## src/include/hlsd_defs.vh

```
// Constants for the host link strap decoder: switch fields, codes, window map.
// Assumes inclusion by bare name from the design files.
`ifndef HLSD_DEFS_VH
`define HLSD_DEFS_VH
// ****************************************
// Second bank field positions
// ****************************************
`define HLSD_BAUD_LSB 0
`define HLSD_BAUD_MSB 2
`define HLSD_STOP_BIT 3
`define HLSD_DATA_BIT 4
`define HLSD_PAR_EN_BIT 5
`define HLSD_PAR_SEL_BIT 6
`define HLSD_FLOW_BIT 7
// ****************************************
// First bank field positions
// ****************************************
`define HLSD_WARM_BIT 3
`define HLSD_IF_HIGH_BIT 6
`define HLSD_IF_LOW_BIT 7
`define HLSD_UNUSED_MASK 8'h37
// ****************************************
// Baud rates in bits per second
// ****************************************
`define HLSD_BAUD_2400 16'h0960
`define HLSD_BAUD_4800 16'h12C0
`define HLSD_BAUD_9600 16'h2580
`define HLSD_BAUD_19200 16'h4B00
`define HLSD_BAUD_38400 16'h9600
// ****************************************
// Host interface codes
// ****************************************
`define HLSD_IF_CONSOLE 2'h0
`define HLSD_IF_LAN 2'h1
`define HLSD_IF_PC 2'h2
`define HLSD_IF_BAD 2'h3
// ****************************************
// ISA memory window and switch image reset values
// ****************************************
`define HLSD_WIN_BASE_TOP 6'h30
`define HLSD_WIN_LAST_SET 4'hB
`define HLSD_ROTARY_RESET 4'h4
`define HLSD_SERIAL_RESET 8'h92
`define HLSD_FIRST_RESET 8'h00
// ****************************************
// Register port word offsets
// ****************************************
`define HLSD_ADDR_SERIAL 4'h0
`define HLSD_ADDR_FIRST 4'h4
`define HLSD_ADDR_WINDOW 4'h8
`define HLSD_ADDR_SCRATCH 4'hC
`endif

```

## src/verilog/hlsd_top.v

```verilog
// Strap decoder: captures switch banks once after power-on reset and
// drives console link settings, start mode, interface choice, ISA window.
// Assumes switches are pins from outside the clock domain.
// Operation
// - Three second-bank switches pick 2400, 4800, 9600, 19200 or 38400 baud, 9600 at shipment.
// - Second-bank switch four picks one or two stop bits, five seven or eight data bits, six parity.
// - Second-bank switch seven picks parity sense and is ignored without parity.
// - Second-bank switch eight off gives RTS/CTS, on gives X-ON/X-OFF.
// - First-bank switch four off gives cold start, on gives automatic warm start.
// - First-bank switches seven and eight pick console, LAN, or PC board.
// - All settings are captured only at power-on.
// - The host board claims a 16 kbyte window at C0000 plus setting times 4000.
// - Rotary settings C to F map no window.
// - Factory rotary setting 4 maps D0000 to D3FFF.
`timescale 1ns/1ns
`include "hlsd_defs.vh"
module hlsd_top #(
  parameter SETTLE_CYCLES = 4
) (
  input wire core_clk,
  input wire rst,
  input wire [7:0] first_switch_bank,
  input wire [7:0] second_switch_bank,
  input wire [3:0] rotary_switch,
  input wire [19:0] isa_addr,
  input wire isa_mem_cycle,
  input wire [3:0] reg_addr,
  input wire [31:0] reg_wdata,
  input wire reg_write,
  input wire reg_read,
  output reg [31:0] reg_rdata_r,
  output reg straps_valid_r,
  output reg [15:0] baud_rate_r,
  output reg [2:0] baud_code_r,
  output reg two_stop_bits_r,
  output reg eight_data_bits_r,
  output reg parity_enable_r,
  output reg parity_sense_r,
  output reg xon_xoff_flow_r,
  output reg warm_start_r,
  output reg [1:0] host_if_r,
  output reg unused_switch_on_r,
  output wire window_valid,
  output wire [19:0] window_base,
  output wire isa_select
);
  // ****************************************
  // Register map
  // ****************************************
  // Word 0, read only: console link image
  //   [7:0] second bank image, [15:8] upper byte of the rate, [16] straps valid
  // Word 4, read only: start and interface image
  //   [7:0] first bank image, [9:8] interface code
  // Word 8, read only: memory window
  //   [19:0] window base, [23:20] rotary image, [24] window valid
  // Word C, read and write: scratch word for software
  // Writes to the read-only words are dropped; unmapped reads return zero
  localparam [3:0] ADDR_SERIAL = `HLSD_ADDR_SERIAL;
  localparam [3:0] ADDR_FIRST = `HLSD_ADDR_FIRST;
  localparam [3:0] ADDR_WINDOW = `HLSD_ADDR_WINDOW;
  localparam [3:0] ADDR_SCRATCH = `HLSD_ADDR_SCRATCH;

  // ****************************************
  // Capture sequencer states
  // ****************************************
  // Capture timeline after reset release:
  //   edges 1 and 2 fill the synchronisers while the settle counter runs
  //   the settle counter holds off capture until SETTLE_CYCLES plus one edges have passed
  //   one edge in capture latches both banks and the rotary setting
  //   one edge later the decoded settings and straps valid follow
  //   on that same edge the memory window follows
  // Until then the decoded settings show the factory setting, the window from the first edge after reset release
  // A switch moved later has no effect until the next reset
  localparam [1:0] ST_SETTLE = 2'h0;
  localparam [1:0] ST_CAPTURE = 2'h1;
  localparam [1:0] ST_HOLD = 2'h2;

  // Synchronised pins, sequencer, latched images, register port state
  wire [7:0] first_sync;
  wire [7:0] second_sync;
  wire [3:0] rotary_sync;
  reg [1:0] state_r;
  reg [1:0] state_nxt;
  reg [7:0] settle_r;
  reg [7:0] serial_r;
  reg [7:0] first_r;
  reg [3:0] rotary_r;
  reg [31:0] scratch_r;
  reg [31:0] rdata_nxt;

  // Rate field of the second bank image
  function [2:0] baud_field;
    input [7:0] image;
    begin
      baud_field = image[`HLSD_BAUD_MSB:`HLSD_BAUD_LSB];
    end
  endfunction

  // Baud code to rate
  function [15:0] baud_of;
    input [2:0] code;
    begin
      case (code)
        3'h0: baud_of = `HLSD_BAUD_2400;
        3'h1: baud_of = `HLSD_BAUD_4800;
        3'h2: baud_of = `HLSD_BAUD_9600;
        3'h3: baud_of = `HLSD_BAUD_19200;
        3'h4: baud_of = `HLSD_BAUD_38400;
        default: baud_of = `HLSD_BAUD_9600;
      endcase
    end
  endfunction

  // Interface switches to code
  function [1:0] if_of;
    input high;
    input low;
    begin
      case ({high, low})
        2'b00: if_of = `HLSD_IF_CONSOLE;
        2'b01: if_of = `HLSD_IF_LAN;
        2'b11: if_of = `HLSD_IF_PC;
        default: if_of = `HLSD_IF_BAD;
      endcase
    end
  endfunction

  // ****************************************
  // Pin synchronisers
  // ****************************************
  // Switch pins are asynchronous to core_clk; each bank goes through its own
  // two-flop synchroniser so that no decode logic sees a metastable level
  // The banks are sampled together but may settle an edge apart; the settle
  // counter covers that skew before anything is latched
  hlsd_sync #(.WIDTH(8)) u_sync_first (
    .core_clk(core_clk),
    .rst(rst),
    .din(first_switch_bank),
    .dout(first_sync)
  );

  hlsd_sync #(.WIDTH(8)) u_sync_second (
    .core_clk(core_clk),
    .rst(rst),
    .din(second_switch_bank),
    .dout(second_sync)
  );

  hlsd_sync #(.WIDTH(4)) u_sync_rotary (
    .core_clk(core_clk),
    .rst(rst),
    .din(rotary_switch),
    .dout(rotary_sync)
  );

  // ****************************************
  // One-shot capture after reset release
  // ****************************************
  // Next state: wait for synchronisers, capture once, then hold forever
  always @* begin
    state_nxt = state_r;
    case (state_r)
      ST_SETTLE: if (settle_r >= SETTLE_CYCLES[7:0]) state_nxt = ST_CAPTURE;
      ST_CAPTURE: state_nxt = ST_HOLD;
      ST_HOLD: state_nxt = ST_HOLD;
      default: state_nxt = ST_SETTLE;
    endcase
  end

  // Sequencer state
  always @(posedge core_clk or posedge rst) begin
    if (rst)
      state_r <= ST_SETTLE;
    else
      state_r <= state_nxt;
  end

  // Settle counter, runs only while waiting
  always @(posedge core_clk or posedge rst) begin
    if (rst)
      settle_r <= 8'h00;
    else if (state_r == ST_SETTLE)
      settle_r <= settle_r + 8'h01;
  end

  // Latched switch images, written once in the capture state
  always @(posedge core_clk or posedge rst) begin
    if (rst) begin
      serial_r <= `HLSD_SERIAL_RESET;
      first_r <= `HLSD_FIRST_RESET;
      rotary_r <= `HLSD_ROTARY_RESET;
    end else if (state_r == ST_CAPTURE) begin
      serial_r <= second_sync;
      first_r <= first_sync;
      rotary_r <= rotary_sync;
    end
  end

  // ****************************************
  // Decoded settings
  // ****************************************
  // Console link settings from the second bank image
  always @(posedge core_clk or posedge rst) begin
    if (rst) begin
      baud_code_r <= 3'h2;
      baud_rate_r <= `HLSD_BAUD_9600;
      two_stop_bits_r <= 1'b0;
      eight_data_bits_r <= 1'b1;
      parity_enable_r <= 1'b0;
      parity_sense_r <= 1'b0;
      xon_xoff_flow_r <= 1'b1;
    end else begin
      baud_code_r <= baud_field(serial_r);
      baud_rate_r <= baud_of(baud_field(serial_r));
      two_stop_bits_r <= serial_r[`HLSD_STOP_BIT];
      eight_data_bits_r <= serial_r[`HLSD_DATA_BIT];
      parity_enable_r <= serial_r[`HLSD_PAR_EN_BIT];
      // Sense bit is forced low while parity is off
      parity_sense_r <= serial_r[`HLSD_PAR_EN_BIT] & serial_r[`HLSD_PAR_SEL_BIT];
      xon_xoff_flow_r <= serial_r[`HLSD_FLOW_BIT];
    end
  end

  // Start mode and host interface from the first bank image
  always @(posedge core_clk or posedge rst) begin
    if (rst) begin
      warm_start_r <= 1'b0;
      host_if_r <= `HLSD_IF_CONSOLE;
    end else begin
      warm_start_r <= first_r[`HLSD_WARM_BIT];
      host_if_r <= if_of(first_r[`HLSD_IF_HIGH_BIT], first_r[`HLSD_IF_LOW_BIT]);
    end
  end

  // Status flags: capture done, unused switch found on
  always @(posedge core_clk or posedge rst) begin
    if (rst) begin
      straps_valid_r <= 1'b0;
      unused_switch_on_r <= 1'b0;
    end else begin
      straps_valid_r <= (state_r == ST_HOLD);
      // Unused switches are only reported; the operator must keep them off
      unused_switch_on_r <= |(first_r & `HLSD_UNUSED_MASK);
    end
  end

  // ****************************************
  // ISA window decoder
  // ****************************************
  // The window decoder reads the latched rotary image, never the pin, so the
  // window cannot move under the host after power-on
  // The ISA address and memory-cycle strobe come from logic on core_clk
  hlsd_isa_window u_window (
    .core_clk(core_clk),
    .rst(rst),
    .rotary(rotary_r),
    .isa_addr(isa_addr),
    .isa_mem_cycle(isa_mem_cycle),
    .window_valid_r(window_valid),
    .window_base_r(window_base),
    .isa_select_r(isa_select)
  );

  // ****************************************
  // Register port
  // ****************************************
  // Scratch register, the only writable word
  always @(posedge core_clk or posedge rst) begin
    if (rst)
      scratch_r <= 32'h00000000;
    else if (reg_write && reg_addr == ADDR_SCRATCH)
      scratch_r <= reg_wdata;
  end

  // Read words assembled from the latched images and decoded settings
  wire [31:0] word_serial;
  wire [31:0] word_first;
  wire [31:0] word_window;
  assign word_serial = {15'h0000, straps_valid_r, baud_rate_r[15:8], serial_r};
  assign word_first = {22'h000000, host_if_r, first_r};
  assign word_window = {7'h00, window_valid, rotary_r, window_base};

  // Read mux
  always @* begin
    rdata_nxt = 32'h00000000;
    case (reg_addr)
      ADDR_SERIAL: rdata_nxt = word_serial;
      ADDR_FIRST: rdata_nxt = word_first;
      ADDR_WINDOW: rdata_nxt = word_window;
      ADDR_SCRATCH: rdata_nxt = scratch_r;
      default: rdata_nxt = 32'h00000000;
    endcase
  end

  // Read data stand one cycle after the strobe, zero otherwise
  always @(posedge core_clk or posedge rst) begin
    if (rst)
      reg_rdata_r <= 32'h00000000;
    else if (reg_read)
      reg_rdata_r <= rdata_nxt;
    else
      reg_rdata_r <= 32'h00000000;
  end
endmodule // hlsd_top

```

## src/verilog/hlsd_sync.v

```verilog
// Two-stage synchroniser for a bus of pin levels.
// Assumes the inputs are quasi-static switch levels.
`timescale 1ns/1ns
module hlsd_sync #(
  parameter WIDTH = 8
) (
  input wire core_clk,
  input wire rst,
  input wire [WIDTH-1:0] din,
  output wire [WIDTH-1:0] dout
);
  reg [WIDTH-1:0] meta_r;
  reg [WIDTH-1:0] sync_r;

  // Two flops; the first is read only by the second
  always @(posedge core_clk or posedge rst) begin
    if (rst) begin
      meta_r <= {WIDTH{1'b0}};
      sync_r <= {WIDTH{1'b0}};
    end else begin
      meta_r <= din;
      sync_r <= meta_r;
    end
  end

  assign dout = sync_r;
endmodule // hlsd_sync

```

## src/verilog/hlsd_isa_window.v

```verilog
// ISA memory window decoder for the host board.
// Assumes the rotary setting is latched and stable, address from same clock.
`timescale 1ns/1ns
`include "hlsd_defs.vh"
module hlsd_isa_window (
  input wire core_clk,
  input wire rst,
  input wire [3:0] rotary,
  input wire [19:0] isa_addr,
  input wire isa_mem_cycle,
  output reg window_valid_r,
  output reg [19:0] window_base_r,
  output reg isa_select_r
);
  wire valid_nxt;
  wire [5:0] top_nxt;
  wire hit_nxt;

  // Settings above B map nothing
  assign valid_nxt = (rotary <= `HLSD_WIN_LAST_SET);
  // Base is C0000 plus setting times 4000
  assign top_nxt = `HLSD_WIN_BASE_TOP + {2'h0, rotary};
  // Claim only a matching memory cycle
  assign hit_nxt = isa_mem_cycle && valid_nxt && (isa_addr[19:14] == top_nxt);

  // Registered window and select
  always @(posedge core_clk or posedge rst) begin
    if (rst) begin
      window_valid_r <= 1'b0;
      window_base_r <= 20'h00000;
      isa_select_r <= 1'b0;
    end else begin
      window_valid_r <= valid_nxt;
      window_base_r <= valid_nxt ? {top_nxt, 14'h0000} : 20'h00000;
      isa_select_r <= hit_nxt;
    end
  end
endmodule // hlsd_isa_window

```

## config.mk

```make
export PLATFORM = sky130hd
export DESIGN_NAME = hlsd_top
export DESIGN_NICKNAME = d
export VERILOG_FILES = /design/src/verilog/hlsd_top.v /design/src/verilog/hlsd_sync.v /design/src/verilog/hlsd_isa_window.v
export VERILOG_INCLUDE_DIRS = /design/src /design/src/include
export SDC_FILE = /design/constraint.sdc
export NUM_CORES = 1
export LEC_CHECK = 0
export BUFFER_PORTS_ARGS = -buffer_cell sky130_fd_sc_hd__buf_2
export CORE_MARGIN = 2
export CORE_UTILIZATION = 52
export CTS_CLUSTER_SIZE = 30
export DETAILED_ROUTE_END_ITERATION = 8
export GPL_ROUTABILITY_DRIVEN = 0
export HOLD_SLACK_MARGIN = 0.15
export PLACE_DENSITY_LB_ADDON = 0.3
export SLEW_MARGIN = 20
export SYNTH_ARGS = -nofsm -noshare
export SYNTH_HDL_FRONTEND = slang
export SYNTH_SLANG_ARGS = --single-unit
export TNS_END_PERCENT = 10
```

## constraint.sdc

```tcl
create_clock -name core_clk -period 8.9 [get_ports core_clk]
set_clock_uncertainty 0.1 [all_clocks]
set_input_delay 2.67 -clock core_clk [delete_from_list [all_inputs] [get_ports core_clk]]
set_output_delay 2.67 -clock core_clk [all_outputs]
set_load 0.05 [all_outputs]
```

==> reports/results.txt <==
Outcome: complete, no violations
First-pass GRT wire length: 18.51 mm
Reg2reg path depth: 3
Critical path arrival: 4940 ps
# port buffers: 130
DR vias/cell: 4.883
End-of-flow core utilization: 0.6431
Worst-path clk slew: 60 ps
Inserted Clock Buffers: 17
Cell row count: 39
Post-synthesis cell type count: 31
RSZ-0062 raised after global routing: false
WL final: 10.98 mm
Vias in the first global route: 3609
TritonCTS clock tree: yes
Synthesized area: 0.006091 mm2
Residual DRC: 0
Post-CTS Setup Bufs: 0
Finished Layout Cells: 700
Critical Path RT: 9090 ps
Slew margin rel.: 0.3412
Routed len/inst: 15.68 um
Share of the synthesized area in the top cell type: 0.6286
Hold Path End: u_sync_second.dout[4]
Total global-route track usage: 0.1917
Period Utilization, post-route: 0.5338
Syn Inst Count: 411
Worst Hold Launch: u_sync_second.meta_r[4]
Kind of critical path: primary input to flip-flop
Hold path cells: 0
Slew of the pin with the lowest slew margin: 988.2 ps
Layout Nets: 632
Maximum clock path buffer count: 2
Sum Neg Setup Slack: 0 ps
GR Overflow Total: 0
Hold Crit Class: flip-flop to flip-flop
Share of layout cells above drive strength 1: 0.4371
DR pass1 iterations: 4
CTS Hold Bufs: 0
HPWL after DPL: 7.352 mm
Final slew viol count: 0
Largest net degree at the start of global routing: 93
Power per cell area: 236.6 mW/mm2
Root Driver: clkbuf_16
Core region area: 0.01142 mm2
Post_cts resized: 0
CP Capture Type: flip-flop
Seq/Total Area, Yosys: 0.6760
Crit-path max FO: 32
Max Cap Viol: 0
I/O pin cnt: 164
Placed cells: 667
Final setup viols: 0
Largest cells by area after synthesis: dfrtp_1 63%, mux2_4 7.4%, mux2_2 5.2%
Yosys reg bits: 164
H-tree depth: 4
Die H: 112.2 um
Vias: 3418
Reg2reg start: state_r[1]
Clk_lat worst skew: 410 ps
Ys Warns: 0
Worst VDD drop: 0.0002006 V
Die area: 0.01259 mm2
Clk sink count: 164
Final ANT Viol Nets: 0
Setup crit start kind: primary input
Fin. Hold Viols: 0
Antenna violations before repair: 1
R2r setup slk: 6930 ps
Reg2Reg Capture Point: first_r[5]
Area delta synth->final: 20.56%
Syn Area/Cell: 14.82 um2
Iter 0 DRT Violations: 238
Initial Utilization: 0.5334
Die X: 112.2 um
Crit path time final: 4750 ps
Fmax: 210.5 MHz
Dominant cell type by area after synthesis: dfrtp_1
Leak: 3.739 nW
## cell type report
cell class	instances	area (um2)
diodes	1	2.502
clock buffers	24	481.7
clock inverters	8	102.6
fillers	869	4075
inverters	9	38.79
multi-input cells	220	1759
flip-flops and latches	164	4118
well taps	143	178.9
repair buffers	131	661.9
## metal layers
layer / track usage / vias up / part of all wire
met5: 0 / - / 0
met4: 0.06504 / 0 / 0.013
met3: 0.06803 / 11 / 0.057
met2: 0.3016 / 98 / 0.50
met1: 0.2512 / 1720 / 0.43
li1: - / 1589 / -
## through the flow
stage / setup WS, ps / instance area (um2) / hold WS, ps / total power, mW
final: 4150 / 7343 / 246.4 / 1.738
after global routing: 3987 / 7343 / 251.4 / 1.814
after detailed placement: 3708 / 6753 / 234.7 / 1.039
after CTS: 4146 / 7337 / 247.1 / 1.755
after floorplan: 1715 / 6158 / 231.2 / 0.9968
after global placement: 3743 / 6753 / 232.3 / 1.034
## layout by cell type (no fill, tap or decap), types with 2 or more instances in the layout
cell type / netlist / routed
mux2i_1: 15 / 15
clkinv_2: 0 / 2
bufinv_16: 0 / 2
o21ai_0: 2 / 2
nand2_1: 21 / 21
dfstp_2: 11 / 11
inv_1: 9 / 8
clkbuf_16: 0 / 17
buf_2: 3 / 130
ha_1: 8 / 8
nor2b_1: 3 / 3
and3_1: 2 / 2
nor3_1: 4 / 4
nor2_1: 21 / 21
clkbuf_1: 7 / 4
nand4_1: 4 / 4
mux2_2: 28 / 28
nand3_1: 2 / 2
conb_1: 1 / 19
a21oi_1: 13 / 13
dfrtp_1: 153 / 153
clkinvlp_4: 0 / 2
xnor2_1: 6 / 6
clkbuf_8: 0 / 3
inv_6: 0 / 2
mux2_4: 30 / 30
xor2_1: 5 / 5
a22oi_1: 7 / 7
and2_1: 12 / 12
or2_2: 13 / 13
## cell families after synthesis
group                      after synthesis  share of synthesized area
and+or+nand+nor                         86                    0.07211
buffers and inverters                   45                    0.04622
other                                    1                  0.0006157
xor gates and xnor gates                11                    0.01582
AOI/OAI and AO/OA                       23                    0.02239
DFF                                    164                     0.6760
adders and majority gates                8                    0.01643
muxes                                   73                     0.1504
## cells in the mapped netlist
| master | n |
|---|---|
| a21oi_1 | 13 |
| a22oi_1 | 7 |
| a32oi_1 | 1 |
| and2_1 | 12 |
| and3_1 | 2 |
| and3b_1 | 1 |
| buf_2 | 3 |
| buf_4 | 23 |
| buf_6 | 3 |
| clkbuf_1 | 7 |
| conb_1 | 1 |
| dfrtp_1 | 153 |
| dfstp_2 | 11 |
| ha_1 | 8 |
| inv_1 | 9 |
| mux2_2 | 28 |
| mux2_4 | 30 |
| mux2i_1 | 15 |
| nand2_1 | 21 |
| nand2b_1 | 1 |
| nand3_1 | 2 |
| nand3_4 | 1 |
| nand4_1 | 4 |
| nor2_1 | 21 |
| nor2b_1 | 3 |
| nor3_1 | 4 |
| nor4_1 | 1 |
| o21ai_0 | 2 |
| or2_2 | 13 |
| xnor2_1 | 6 |
| xor2_1 | 5 |
## power by group
part	switching [mW]	total (mW)	internal [mW]
sequential	0.0315	0.838	0.806
clock	0.276	0.712	0.436
combinational	0.108	0.188	0.0801
## worst max-delay path by stage
stage | start | end | slack (ps) | cells past startpoint
detailed placement | reg_addr[2] | scratch_r[24] | 3710 | 4
global placement | reg_addr[2] | scratch_r[20] | 3740 | 4
finish | reg_addr[2] | scratch_r[20] | 4150 | 4
CTS | reg_addr[2] | scratch_r[20] | 4150 | 4
floorplan | rst | baud_code_r[0] | 1710 | 1
global route | reg_addr[2] | scratch_r[22] | 3990 | 4
## worst max-delay path: stages
cell and delay [ps]:
buf_2 510, and2_1 620, nand3_4 610, mux2_4 500
## state kept, by name, indices dropped and copies added (netlist names), 4 cells and up
name and cells:
scratch_r 32, settle_r 8, rotary_r 4, u_window.window_base_r 5, u_sync_rotary.meta_r 4, baud_rate_r 11
u_sync_first.dout 8, u_sync_second.dout 8, reg_rdata_r 32, first_r 8, u_sync_second.meta_r 8, serial_r 8
u_sync_rotary.dout 4, u_sync_first.meta_r 8
Note: power is estimated with default switching activity, not from simulation.
